### src/xgp_pkg.sv
// Package for the extension bus port block: offsets, reset values, widths.
// Assumes a 16-bit extension bus with word addresses as printed.
`default_nettype none
package xgp_pkg;
   localparam int XGP_ADDR_W = 16;
   localparam int XGP_DATA_W = 16;
   localparam logic [15:0] XGP_DIR_OFS = 16'hc200;
   localparam logic [15:0] XGP_DIR_SET_OFS = 16'hc202;
   localparam logic [15:0] XGP_DIR_CLR_OFS = 16'hc204;
   localparam logic [15:0] XGP_DRN_OFS = 16'hc300;
   localparam logic [15:0] XGP_DRN_SET_OFS = 16'hc302;
   localparam logic [15:0] XGP_DRN_CLR_OFS = 16'hc304;
   localparam logic [15:0] XGP_P10_OFS = 16'hc380;
   localparam logic [15:0] XGP_DIS_OFS = 16'hc382;
   localparam logic [15:0] XGP_DATA_OFS = 16'hc100;
   localparam logic [15:0] XGP_DATA_SET_OFS = 16'hc102;
   localparam logic [15:0] XGP_DATA_CLR_OFS = 16'hc104;
   localparam logic [15:0] XGP_DIR_RST = 16'h0000;
   localparam logic [15:0] XGP_DRN_RST = 16'h0000;
   localparam logic [15:0] XGP_DIS_RST = 16'h0000;
   localparam logic [15:0] XGP_DATA_RST = 16'h0000;
   localparam int XGP_ANALOG_BASE = 16;
endpackage
`default_nettype wire

### src/xgp_ports.sv
// Extension bus general purpose ports: port 9 (bidirectional) and port 10 (input).
// Assumes the bus master holds addr/data valid with a one-cycle strobe.
`timescale 1ns/1ps
`default_nettype none
module xgp_ports
   import xgp_pkg::*;
#(
   parameter int WIDTH = 16
) (
   input wire logic core_clk, // System clock, 100 MHz
   input wire logic reset, // Synchronous reset, active high
   input wire logic extPeriphEnable, // Enable bit from system config
   input wire logic port9Enable, // Enable bit from extension control
   input wire logic [xgp_pkg::XGP_ADDR_W-1:0] busAddr, // Bus word address
   input wire logic busWrite, // Write strobe
   input wire logic busRead, // Read strobe
   input wire logic [xgp_pkg::XGP_DATA_W-1:0] busWriteData, // Write data
   output logic [xgp_pkg::XGP_DATA_W-1:0] busReadData, // Registered read data
   output logic busReadValid, // Read data valid pulse
   input wire logic [WIDTH-1:0] port9PinIn, // Port 9 pin levels
   output logic [WIDTH-1:0] port9PinOut, // Port 9 pin drive value
   output logic [WIDTH-1:0] port9PinOe, // Port 9 pin output enable
   input wire logic [WIDTH-1:0] port10PinIn, // Port 10 pin levels
   output logic [WIDTH-1:0] port10InputEnable, // Port 10 input buffer enable
   output logic [2*WIDTH-1:0] analogChannelSel // Analog channel routes, 0..31
);
   import xgp_pkg::*;

   // ************************************************************
   // Decode
   // ************************************************************
   logic blockOn;
   logic [WIDTH-1:0] port9_data_latch;
   logic [WIDTH-1:0] port9_direction_bits;
   logic [WIDTH-1:0] port9_drain_mode_bits;
   logic [WIDTH-1:0] port10_digital_disable;
   logic [WIDTH-1:0] port10_pin_levels;
   logic wrData, wrDataSet, wrDataClr, wrDir, wrDirSet, wrDirClr;
   logic wrDrn, wrDrnSet, wrDrnClr, wrDis;
   // One enable pair gates both ports; with either bit low, writes are dropped and
   // reads still pulse valid with zero data, so port 10 reads zero while port 9 is switched off
   // enable gating
   assign blockOn = extPeriphEnable && port9Enable;
   assign wrData = busWrite && blockOn && (busAddr == XGP_DATA_OFS);
   assign wrDataSet = busWrite && blockOn && (busAddr == XGP_DATA_SET_OFS);
   assign wrDataClr = busWrite && blockOn && (busAddr == XGP_DATA_CLR_OFS);
   assign wrDir = busWrite && blockOn && (busAddr == XGP_DIR_OFS);
   assign wrDirSet = busWrite && blockOn && (busAddr == XGP_DIR_SET_OFS);
   assign wrDirClr = busWrite && blockOn && (busAddr == XGP_DIR_CLR_OFS);
   assign wrDrn = busWrite && blockOn && (busAddr == XGP_DRN_OFS);
   assign wrDrnSet = busWrite && blockOn && (busAddr == XGP_DRN_SET_OFS);
   assign wrDrnClr = busWrite && blockOn && (busAddr == XGP_DRN_CLR_OFS);
   assign wrDis = busWrite && blockOn && (busAddr == XGP_DIS_OFS);

   // ************************************************************
   // Port 9 registers
   // ************************************************************
   // Three identical registers; the strobes are exclusive by address
   // data latch set/clear
   xgp_setclr_reg #(.WIDTH(WIDTH), .RESET_VALUE(XGP_DATA_RST)) dataReg (
      .core_clk(core_clk),
      .reset(reset),
      .writeWord(wrData),
      .writeSet(wrDataSet),
      .writeClear(wrDataClr),
      .writeData(busWriteData[WIDTH-1:0]),
      .value(port9_data_latch)
   );
   xgp_setclr_reg #(.WIDTH(WIDTH), .RESET_VALUE(XGP_DIR_RST)) dirReg (
      .core_clk(core_clk),
      .reset(reset),
      .writeWord(wrDir),
      .writeSet(wrDirSet),
      .writeClear(wrDirClr),
      .writeData(busWriteData[WIDTH-1:0]),
      .value(port9_direction_bits)
   );
   xgp_setclr_reg #(.WIDTH(WIDTH), .RESET_VALUE(XGP_DRN_RST)) drnReg (
      .core_clk(core_clk),
      .reset(reset),
      .writeWord(wrDrn),
      .writeSet(wrDrnSet),
      .writeClear(wrDrnClr),
      .writeData(busWriteData[WIDTH-1:0]),
      .value(port9_drain_mode_bits)
   );

   // ************************************************************
   // Port 9 pin drivers
   // ************************************************************
   // Per-line driver select, combinational so pins follow the registers at once
   // Open drain never drives high; a released line floats to the board pull-up
   // direction drives enable
   always_comb begin
      for (int i = 0; i < WIDTH; i++) begin
         if (port9_drain_mode_bits[i]) begin
            port9PinOut[i] = 1'b0;
            port9PinOe[i] = port9_direction_bits[i] && !port9_data_latch[i];
         end else begin
            port9PinOut[i] = port9_data_latch[i];
            port9PinOe[i] = port9_direction_bits[i];
         end
      end
   end

   // ************************************************************
   // Port 10
   // ************************************************************
   // digital-disable register
   always_ff @(posedge core_clk) begin
      if (reset) begin
         port10_digital_disable <= XGP_DIS_RST;
      end else if (wrDis) begin
         port10_digital_disable <= busWriteData[WIDTH-1:0];
      end
   end
   // Buffer enables are the inverse of the disable bits
   assign port10InputEnable = ~port10_digital_disable;
   assign port10_pin_levels = port10PinIn & port10InputEnable;
   // Analog path skips the digital buffer, so disabling it never cuts a channel
   // line y is channel 16+y, no setup needed
   assign analogChannelSel = {port10PinIn, {XGP_ANALOG_BASE{1'b0}}};

   // ************************************************************
   // Read path
   // ************************************************************
   // Read data are registered and drop to zero between reads, so a stale
   // word never stands on the bus
   // port 10 data has no write decode, so writes vanish
   always_ff @(posedge core_clk) begin
      if (reset) begin
         busReadData <= '0;
         busReadValid <= 1'b0;
      end else begin
         busReadValid <= busRead;
         if (!busRead || !blockOn) begin
            busReadData <= '0;
         end else if (busAddr == XGP_DATA_OFS) begin
            busReadData <= port9_data_latch;
         end else if (busAddr == XGP_DIR_OFS) begin
            busReadData <= port9_direction_bits;
         end else if (busAddr == XGP_DRN_OFS) begin
            busReadData <= port9_drain_mode_bits;
         end else if (busAddr == XGP_P10_OFS) begin
            busReadData <= port10_pin_levels;
         end else if (busAddr == XGP_DIS_OFS) begin
            busReadData <= port10_digital_disable;
         end else begin
            busReadData <= '0;
         end
      end
   end

   // ************************************************************
   // Checks
   // ************************************************************
   dir_set_a: assert property (@(posedge core_clk) disable iff (reset)
      wrDirSet |=> ((port9_direction_bits & $past(busWriteData)) == $past(busWriteData)))
      else $error("direction set lost bits");
   dir_clear_a: assert property (@(posedge core_clk) disable iff (reset)
      wrDirClr |=> ((port9_direction_bits & $past(busWriteData)) == '0))
      else $error("direction clear kept bits");
   drn_set_a: assert property (@(posedge core_clk) disable iff (reset)
      wrDrnSet |=> (port9_drain_mode_bits == ($past(port9_drain_mode_bits) | $past(busWriteData))))
      else $error("drain set wrong");
   drn_clear_a: assert property (@(posedge core_clk) disable iff (reset)
      wrDrnClr |=> (port9_drain_mode_bits == ($past(port9_drain_mode_bits) & ~$past(busWriteData))))
      else $error("drain clear wrong");
   input_hiz_a: assert property (@(posedge core_clk) disable iff (reset)
      ((port9PinOe & ~port9_direction_bits) == '0))
      else $error("input line driven");
   drain_high_a: assert property (@(posedge core_clk) disable iff (reset)
      ((port9PinOe & port9_drain_mode_bits & port9PinOut) == '0))
      else $error("open drain drove high");
   gate_off_a: assert property (@(posedge core_clk) disable iff (reset)
      (!blockOn && busWrite) |=> $stable(port10_digital_disable))
      else $error("write while disabled");
   setclr_zero_a: assert property (@(posedge core_clk) disable iff (reset)
      (busRead && (busAddr == XGP_DIR_SET_OFS)) |=> (busReadValid && busReadData == '0))
      else $error("set register read nonzero");
   p10_read_a: assert property (@(posedge core_clk) disable iff (reset)
      (busRead && blockOn && busAddr == XGP_P10_OFS) |=> (busReadData == $past(port10_pin_levels)))
      else $error("pin level read wrong");
   // Digital-disable write reaches the buffer enables
   dis_write_a: assert property (@(posedge core_clk) disable iff (reset)
      wrDis |=> (port10InputEnable == ~$past(busWriteData[WIDTH-1:0])))
      else $error("input enable not updated");
   // A disabled buffer never shows a high level on the read path
   dis_block_a: assert property (@(posedge core_clk) disable iff (reset)
      (busRead && blockOn && busAddr == XGP_P10_OFS) |=>
      ((busReadData & $past(port10_digital_disable)) == '0))
      else $error("disabled input read high");

   // ************************************************************
   // Checks: enables and word access
   // ************************************************************
   // Gated writes leave every port 9 register alone
   p9_gate_a: assert property (@(posedge core_clk) disable iff (reset)
      (!blockOn && busWrite) |=>
      ($stable(port9_direction_bits) && $stable(port9_drain_mode_bits)
      && $stable(port9_data_latch)))
      else $error("port 9 written while disabled");
   // Gated reads still answer, with zero data
   read_gate_a: assert property (@(posedge core_clk) disable iff (reset)
      (busRead && !blockOn) |=> (busReadValid && busReadData == '0))
      else $error("gated read not zero");
   // A whole-word write replaces the direction word
   word_dir_a: assert property (@(posedge core_clk) disable iff (reset)
      wrDir |=> (port9_direction_bits == $past(busWriteData[WIDTH-1:0])))
      else $error("direction word write lost");
   // A whole-word write replaces the drain-mode word
   word_drn_a: assert property (@(posedge core_clk) disable iff (reset)
      wrDrn |=> (port9_drain_mode_bits == $past(busWriteData[WIDTH-1:0])))
      else $error("drain word write lost");
   // Port 10 data writes touch no state at all
   p10_write_a: assert property (@(posedge core_clk) disable iff (reset)
      (busWrite && busAddr == XGP_P10_OFS) |=>
      ($stable(port10_digital_disable) && $stable(port9_direction_bits)
      && $stable(port9_drain_mode_bits) && $stable(port9_data_latch)))
      else $error("port 10 write changed state");

   // ************************************************************
   // Checks: data latch and read side effects
   // ************************************************************
   // Data latch set register
   data_set_a: assert property (@(posedge core_clk) disable iff (reset)
      wrDataSet |=>
      (port9_data_latch == ($past(port9_data_latch) | $past(busWriteData[WIDTH-1:0]))))
      else $error("data set wrong");
   // Data latch clear register
   data_clear_a: assert property (@(posedge core_clk) disable iff (reset)
      wrDataClr |=>
      (port9_data_latch == ($past(port9_data_latch) & ~$past(busWriteData[WIDTH-1:0]))))
      else $error("data clear wrong");
   // Other set and clear offsets also read as zero
   setclr_other_a: assert property (@(posedge core_clk) disable iff (reset)
      (busRead && (busAddr == XGP_DIR_CLR_OFS || busAddr == XGP_DRN_SET_OFS
      || busAddr == XGP_DRN_CLR_OFS || busAddr == XGP_DATA_SET_OFS
      || busAddr == XGP_DATA_CLR_OFS)) |=> (busReadValid && busReadData == '0))
      else $error("clear register read nonzero");
   // Reads never disturb the registers they look at
   read_quiet_a: assert property (@(posedge core_clk) disable iff (reset)
      (busRead && !busWrite) |=>
      ($stable(port9_direction_bits) && $stable(port9_drain_mode_bits)
      && $stable(port9_data_latch) && $stable(port10_digital_disable)))
      else $error("read changed a register");

   // ************************************************************
   // Checks: reset values and pin drivers
   // ************************************************************
   // Reset leaves every line an input
   dir_reset_a: assert property (@(posedge core_clk) disable iff (reset)
      $fell(reset) |-> (port9_direction_bits == XGP_DIR_RST && port9PinOe == '0))
      else $error("direction not reset");
   // Reset leaves every driver push-pull
   drn_reset_a: assert property (@(posedge core_clk) disable iff (reset)
      $fell(reset) |-> (port9_drain_mode_bits == XGP_DRN_RST))
      else $error("drain mode not reset");
   // Reset leaves every port 10 buffer on
   dis_reset_a: assert property (@(posedge core_clk) disable iff (reset)
      $fell(reset) |-> (port10_digital_disable == XGP_DIS_RST
      && port10InputEnable == ~XGP_DIS_RST))
      else $error("digital disable not reset");
   // Push-pull outputs always drive
   push_drive_a: assert property (@(posedge core_clk) disable iff (reset)
      ((port9_direction_bits & ~port9_drain_mode_bits & ~port9PinOe) == '0))
      else $error("output line not driven");
   // Push-pull outputs carry the latch
   push_value_a: assert property (@(posedge core_clk) disable iff (reset)
      (((port9PinOut ^ port9_data_latch) & ~port9_drain_mode_bits) == '0))
      else $error("push-pull value wrong");
   // Open drain lines release when the latch is high
   drain_release_a: assert property (@(posedge core_clk) disable iff (reset)
      ((port9PinOe & port9_drain_mode_bits & port9_data_latch) == '0))
      else $error("open drain held low");
endmodule
`default_nettype wire

### src/xgp_setclr_reg.sv
// One 16-bit register with whole-word write, write-one set and write-one clear.
// Assumes at most one of the three strobes is high in a cycle.
`timescale 1ns/1ps
`default_nettype none
module xgp_setclr_reg #(
   parameter int WIDTH = 16,
   parameter logic [WIDTH-1:0] RESET_VALUE = '0
) (
   input wire logic core_clk, // System clock
   input wire logic reset, // Synchronous reset
   input wire logic writeWord, // Whole-word write strobe
   input wire logic writeSet, // Set-register write strobe
   input wire logic writeClear, // Clear-register write strobe
   input wire logic [WIDTH-1:0] writeData, // Written data
   output logic [WIDTH-1:0] value // Register contents
);
   // Ones set or clear, zeros leave bits alone
   always_ff @(posedge core_clk) begin
      if (reset) begin
         value <= RESET_VALUE;
      end else if (writeWord) begin
         value <= writeData;
      end else if (writeSet) begin
         value <= value | writeData;
      end else if (writeClear) begin
         value <= value & ~writeData;
      end
   end
endmodule
`default_nettype wire

### config.mk
export PLATFORM = sky130hd
export DESIGN_NAME = xgp_ports
export DESIGN_NICKNAME = d
export VERILOG_FILES = /design/src/xgp_pkg.sv /design/src/xgp_ports.sv /design/src/xgp_setclr_reg.sv
export SDC_FILE = /design/constraint.sdc
export NUM_CORES = 1
export LEC_CHECK = 0
export BUFFER_PORTS_ARGS = -buffer_cell sky130_fd_sc_hd__buf_4
export CAP_MARGIN = 15
export CORE_ASPECT_RATIO = 0.8
export CORE_MARGIN = 2
export CORE_UTILIZATION = 23
export DETAILED_ROUTE_END_ITERATION = 7
export GPL_TIMING_DRIVEN = 0
export REMOVE_ABC_BUFFERS = 1
export SYNTH_ARGS = -nofsm -noshare
export SYNTH_HDL_FRONTEND = slang
export SYNTH_SLANG_ARGS = --single-unit
### constraint.sdc
create_clock -name core_clk -period 2 [get_ports core_clk]
set_input_delay 0.1 -clock core_clk [delete_from_list [all_inputs] [get_ports core_clk]]
set_output_delay 0.1 -clock core_clk [all_outputs]
set_load 0.02 [all_outputs]
==> impl_metrics.toml <==
[cts]
holdBufCountCts = 0
insertion_delay_ns = 0.34
cts_htree_levels = 3
cts_buffer_depth = 2
cts_tree = "done"
cts_num_sinks = 81
cts_inserted_buffers = 9
cts.clk_slew.worst_paths_ns = 0.06
cts_root_buffer = "clkbuf_16"

[route]
detail-route-antenna-nets = 0
via_per_inst = 5.11
drtPass1Iterations = 5
route.met3.wl_mm = 1.83
wire_per_inst_um = 18.7
vias = 4723
drc = 0
drt-total-wl_mm = 17.3
top_layer = "met4"
drt-met1-wl_mm = 7.54
dr_wl_met2_mm = 7.74
drtIter0Drc = 439

[floorplanning]
initial_utilization = 0.234
boundaryPins = 167
dieArea_um2 = 20400
die_h_um = 128
die_x_um = 159
rows = 45
core_um2 = 18900

[place]
placed_cell_area_um2 = 5500
post-place-cells = 902
gp_congestion = 0.801
hpwl_mm = 11.7
port_buffers = 134

[synthesis]
synth_top_cell_by_area = "dfxtp_1"
ys_types = 39
synthFlopType = "dfxtp_1"
yosys_warnings = 0
syn-instance-count = 567
seq_area_frac_synth = 0.367
synth-edff-count = 0
async_flop_share = 0
netlist_area_um2 = 4420
synth_top_area_frac = 0.367
postSynthAreaPerCell_um2 = 7.80
ys_seq_elements = 81
yosys-top-cells-area = "dfxtp_1 37%, a21oi_1 9.3%, o21ai_0 9.2%, buf_4 5.4%, nand4_1 5.1%"

[sta]
final.min_clock_period_ns = 1.96
finalCritPeriodShare = 0.978
relSlewSlack = 0.342
tightest_slew_ns = 0.983
finalHoldViolCount = 0
rsz0062_at_grt = "yes"
setup_viol = 0
fmax_mhz = 511
tns_ns = 0
slew_violations = 0
fin_worst_skew_ns = 0.00638

[setup_path]
cp_slowest_stage_delay_ns = 0.70
required_ns = 2.23
critPathMaxFanout = 20
path_cells = "buf_4 > nor4bb_2 > and4_2 > nand2_1 > a221oi_1"
critPathSlowestCell = "and4_2"
cp_num_buf_inv = 1
worstPathArrival_ns = 2.18
path_class = "input pin to flop"
cpLargestDelayFamily = "simple AND/OR/NAND/NOR gates"
worst_setup_path_end_kind = "flop"
startpoint_type = "input pin"

[hold_path]
hold_class = "input pin to flop"

[cells_and_area]
fillCellCount = 2050
diodes = 0
synthToLayoutAreaGrowth_pct = 33.7
layout.cells.non_filler = 925
drive_gt1_frac = 0.274
mostFrequentLayoutCell = "buf_4"
fin_area_um2 = 5910
nets = 732
final_cell_mix = "143 x buf_4, 82 x a21oi_1, 81 x o21ai_0, 81 x dfxtp_1, 40 x nand3_1"

[pwr]
p_per_area_nw_per_um2 = 637
ir_drop_uv = 359
leakagePower_nw = 2.06
power.total_mw = 3.77

[global_routing]
grt_max_degree = 66
grt_usage = 0.169
antenna_found_initial = 0
grt_pass1_vias = 4618
grt_pass1_wl_mm = 26.8
grt_overflow = 0

[job]
cap_violations = 0

[status]
status = "finished, final reports clean"
worst paths after layout:
check | start | end | slack (ns) | cells after the start
setup / recovery | busAddr[13] | busReadData[0]$_SDFF_PP0_ | 0.04 | 5
hold / removal | busWriteData[15] | port10_digital_disable[15]$_SDFFE_PP0P_ | 0.05 | 3
setup reg to reg | port10_digital_disable[2]$_SDFFE_PP0P_ | busReadData[2]$_SDFF_PP0_ | 0.76 | 4
hold reg to reg | flop | flop | 0.49 | 2
synthesized netlist by cell type, types with 3 or more instances:
cell type / instances
nand3_1: 41
buf_4: 32
nor3b_1: 9
mux2i_1: 4
buf_2: 6
o21ai_0: 81
nand2b_1: 9
o22a_1: 7
and3_1: 3
inv_1: 16
o22ai_1: 5
a221oi_1: 7
a21oi_1: 82
o211ai_1: 28
clkbuf_1: 41
nand4_1: 36
nand2_1: 12
or3_1: 9
nor2b_1: 19
dfxtp_1: 81
a21boi_0: 16
cell type report:
cell class	count	area, um2	share of cell area
multi-input combinational	405	2460	0.415
timing repair buffer	149	1140	0.193
sequential	81	1620	0.274
inverter	16	60.1	0.0102
clock inverter	6	82.6	0.0140
tap	258	323	0.0546
clock buffer	10	229	0.0387
what timing repair did:
action	4_1_cts	5_1_grt
setup buffers	7	0
setup endpoints to repair	80	23
gates resized for setup	7	3
pin swaps	4	1
through the flow:
step	hold slack, ns	util	setup slack (ns)
floorplan	0.169	-	-1.23
global placement	0.391	0.284	-4.12
detailed placement	0.401	0.291	-0.819
CTS	0.0420	0.312	0.0912
global route	0.0443	0.313	-0.0175
finish	0.0522	0.313	0.0445
power by group:
group          switching (mW)  total, mW  internal, mW
clock network           0.678       1.77          1.09
registers            0.000220       1.61          1.61
logic                   0.247      0.388         0.140
total                   0.925       3.77          2.84
metal layers:
layer,track usage,up-vias
met5,0,-
met2,0.266,257
met1,0.232,2203
met4,0.0439,0
li1,-,2246
met3,0.0430,17
kinds of logic after synthesis:
| group | after synthesis | synth area share |
|---|---|---|
| muxes | 4 | 0.00905 |
| and+or+nand+nor | 155 | 0.211 |
| other | 1 | 0.000848 |
| DFF | 81 | 0.367 |
| AOI/OAI and AO/OA | 230 | 0.301 |
| buffers and inverters | 96 | 0.112 |
tightest hold or removal path, delay by kind of cell:
kind	cells	cell delay, ns
AOI/OAI and AO/OA	1	0.06
buffers and inverters	1	0.13
and+or+nand+nor	1	0.06
(Power assumes the default switching activity.)
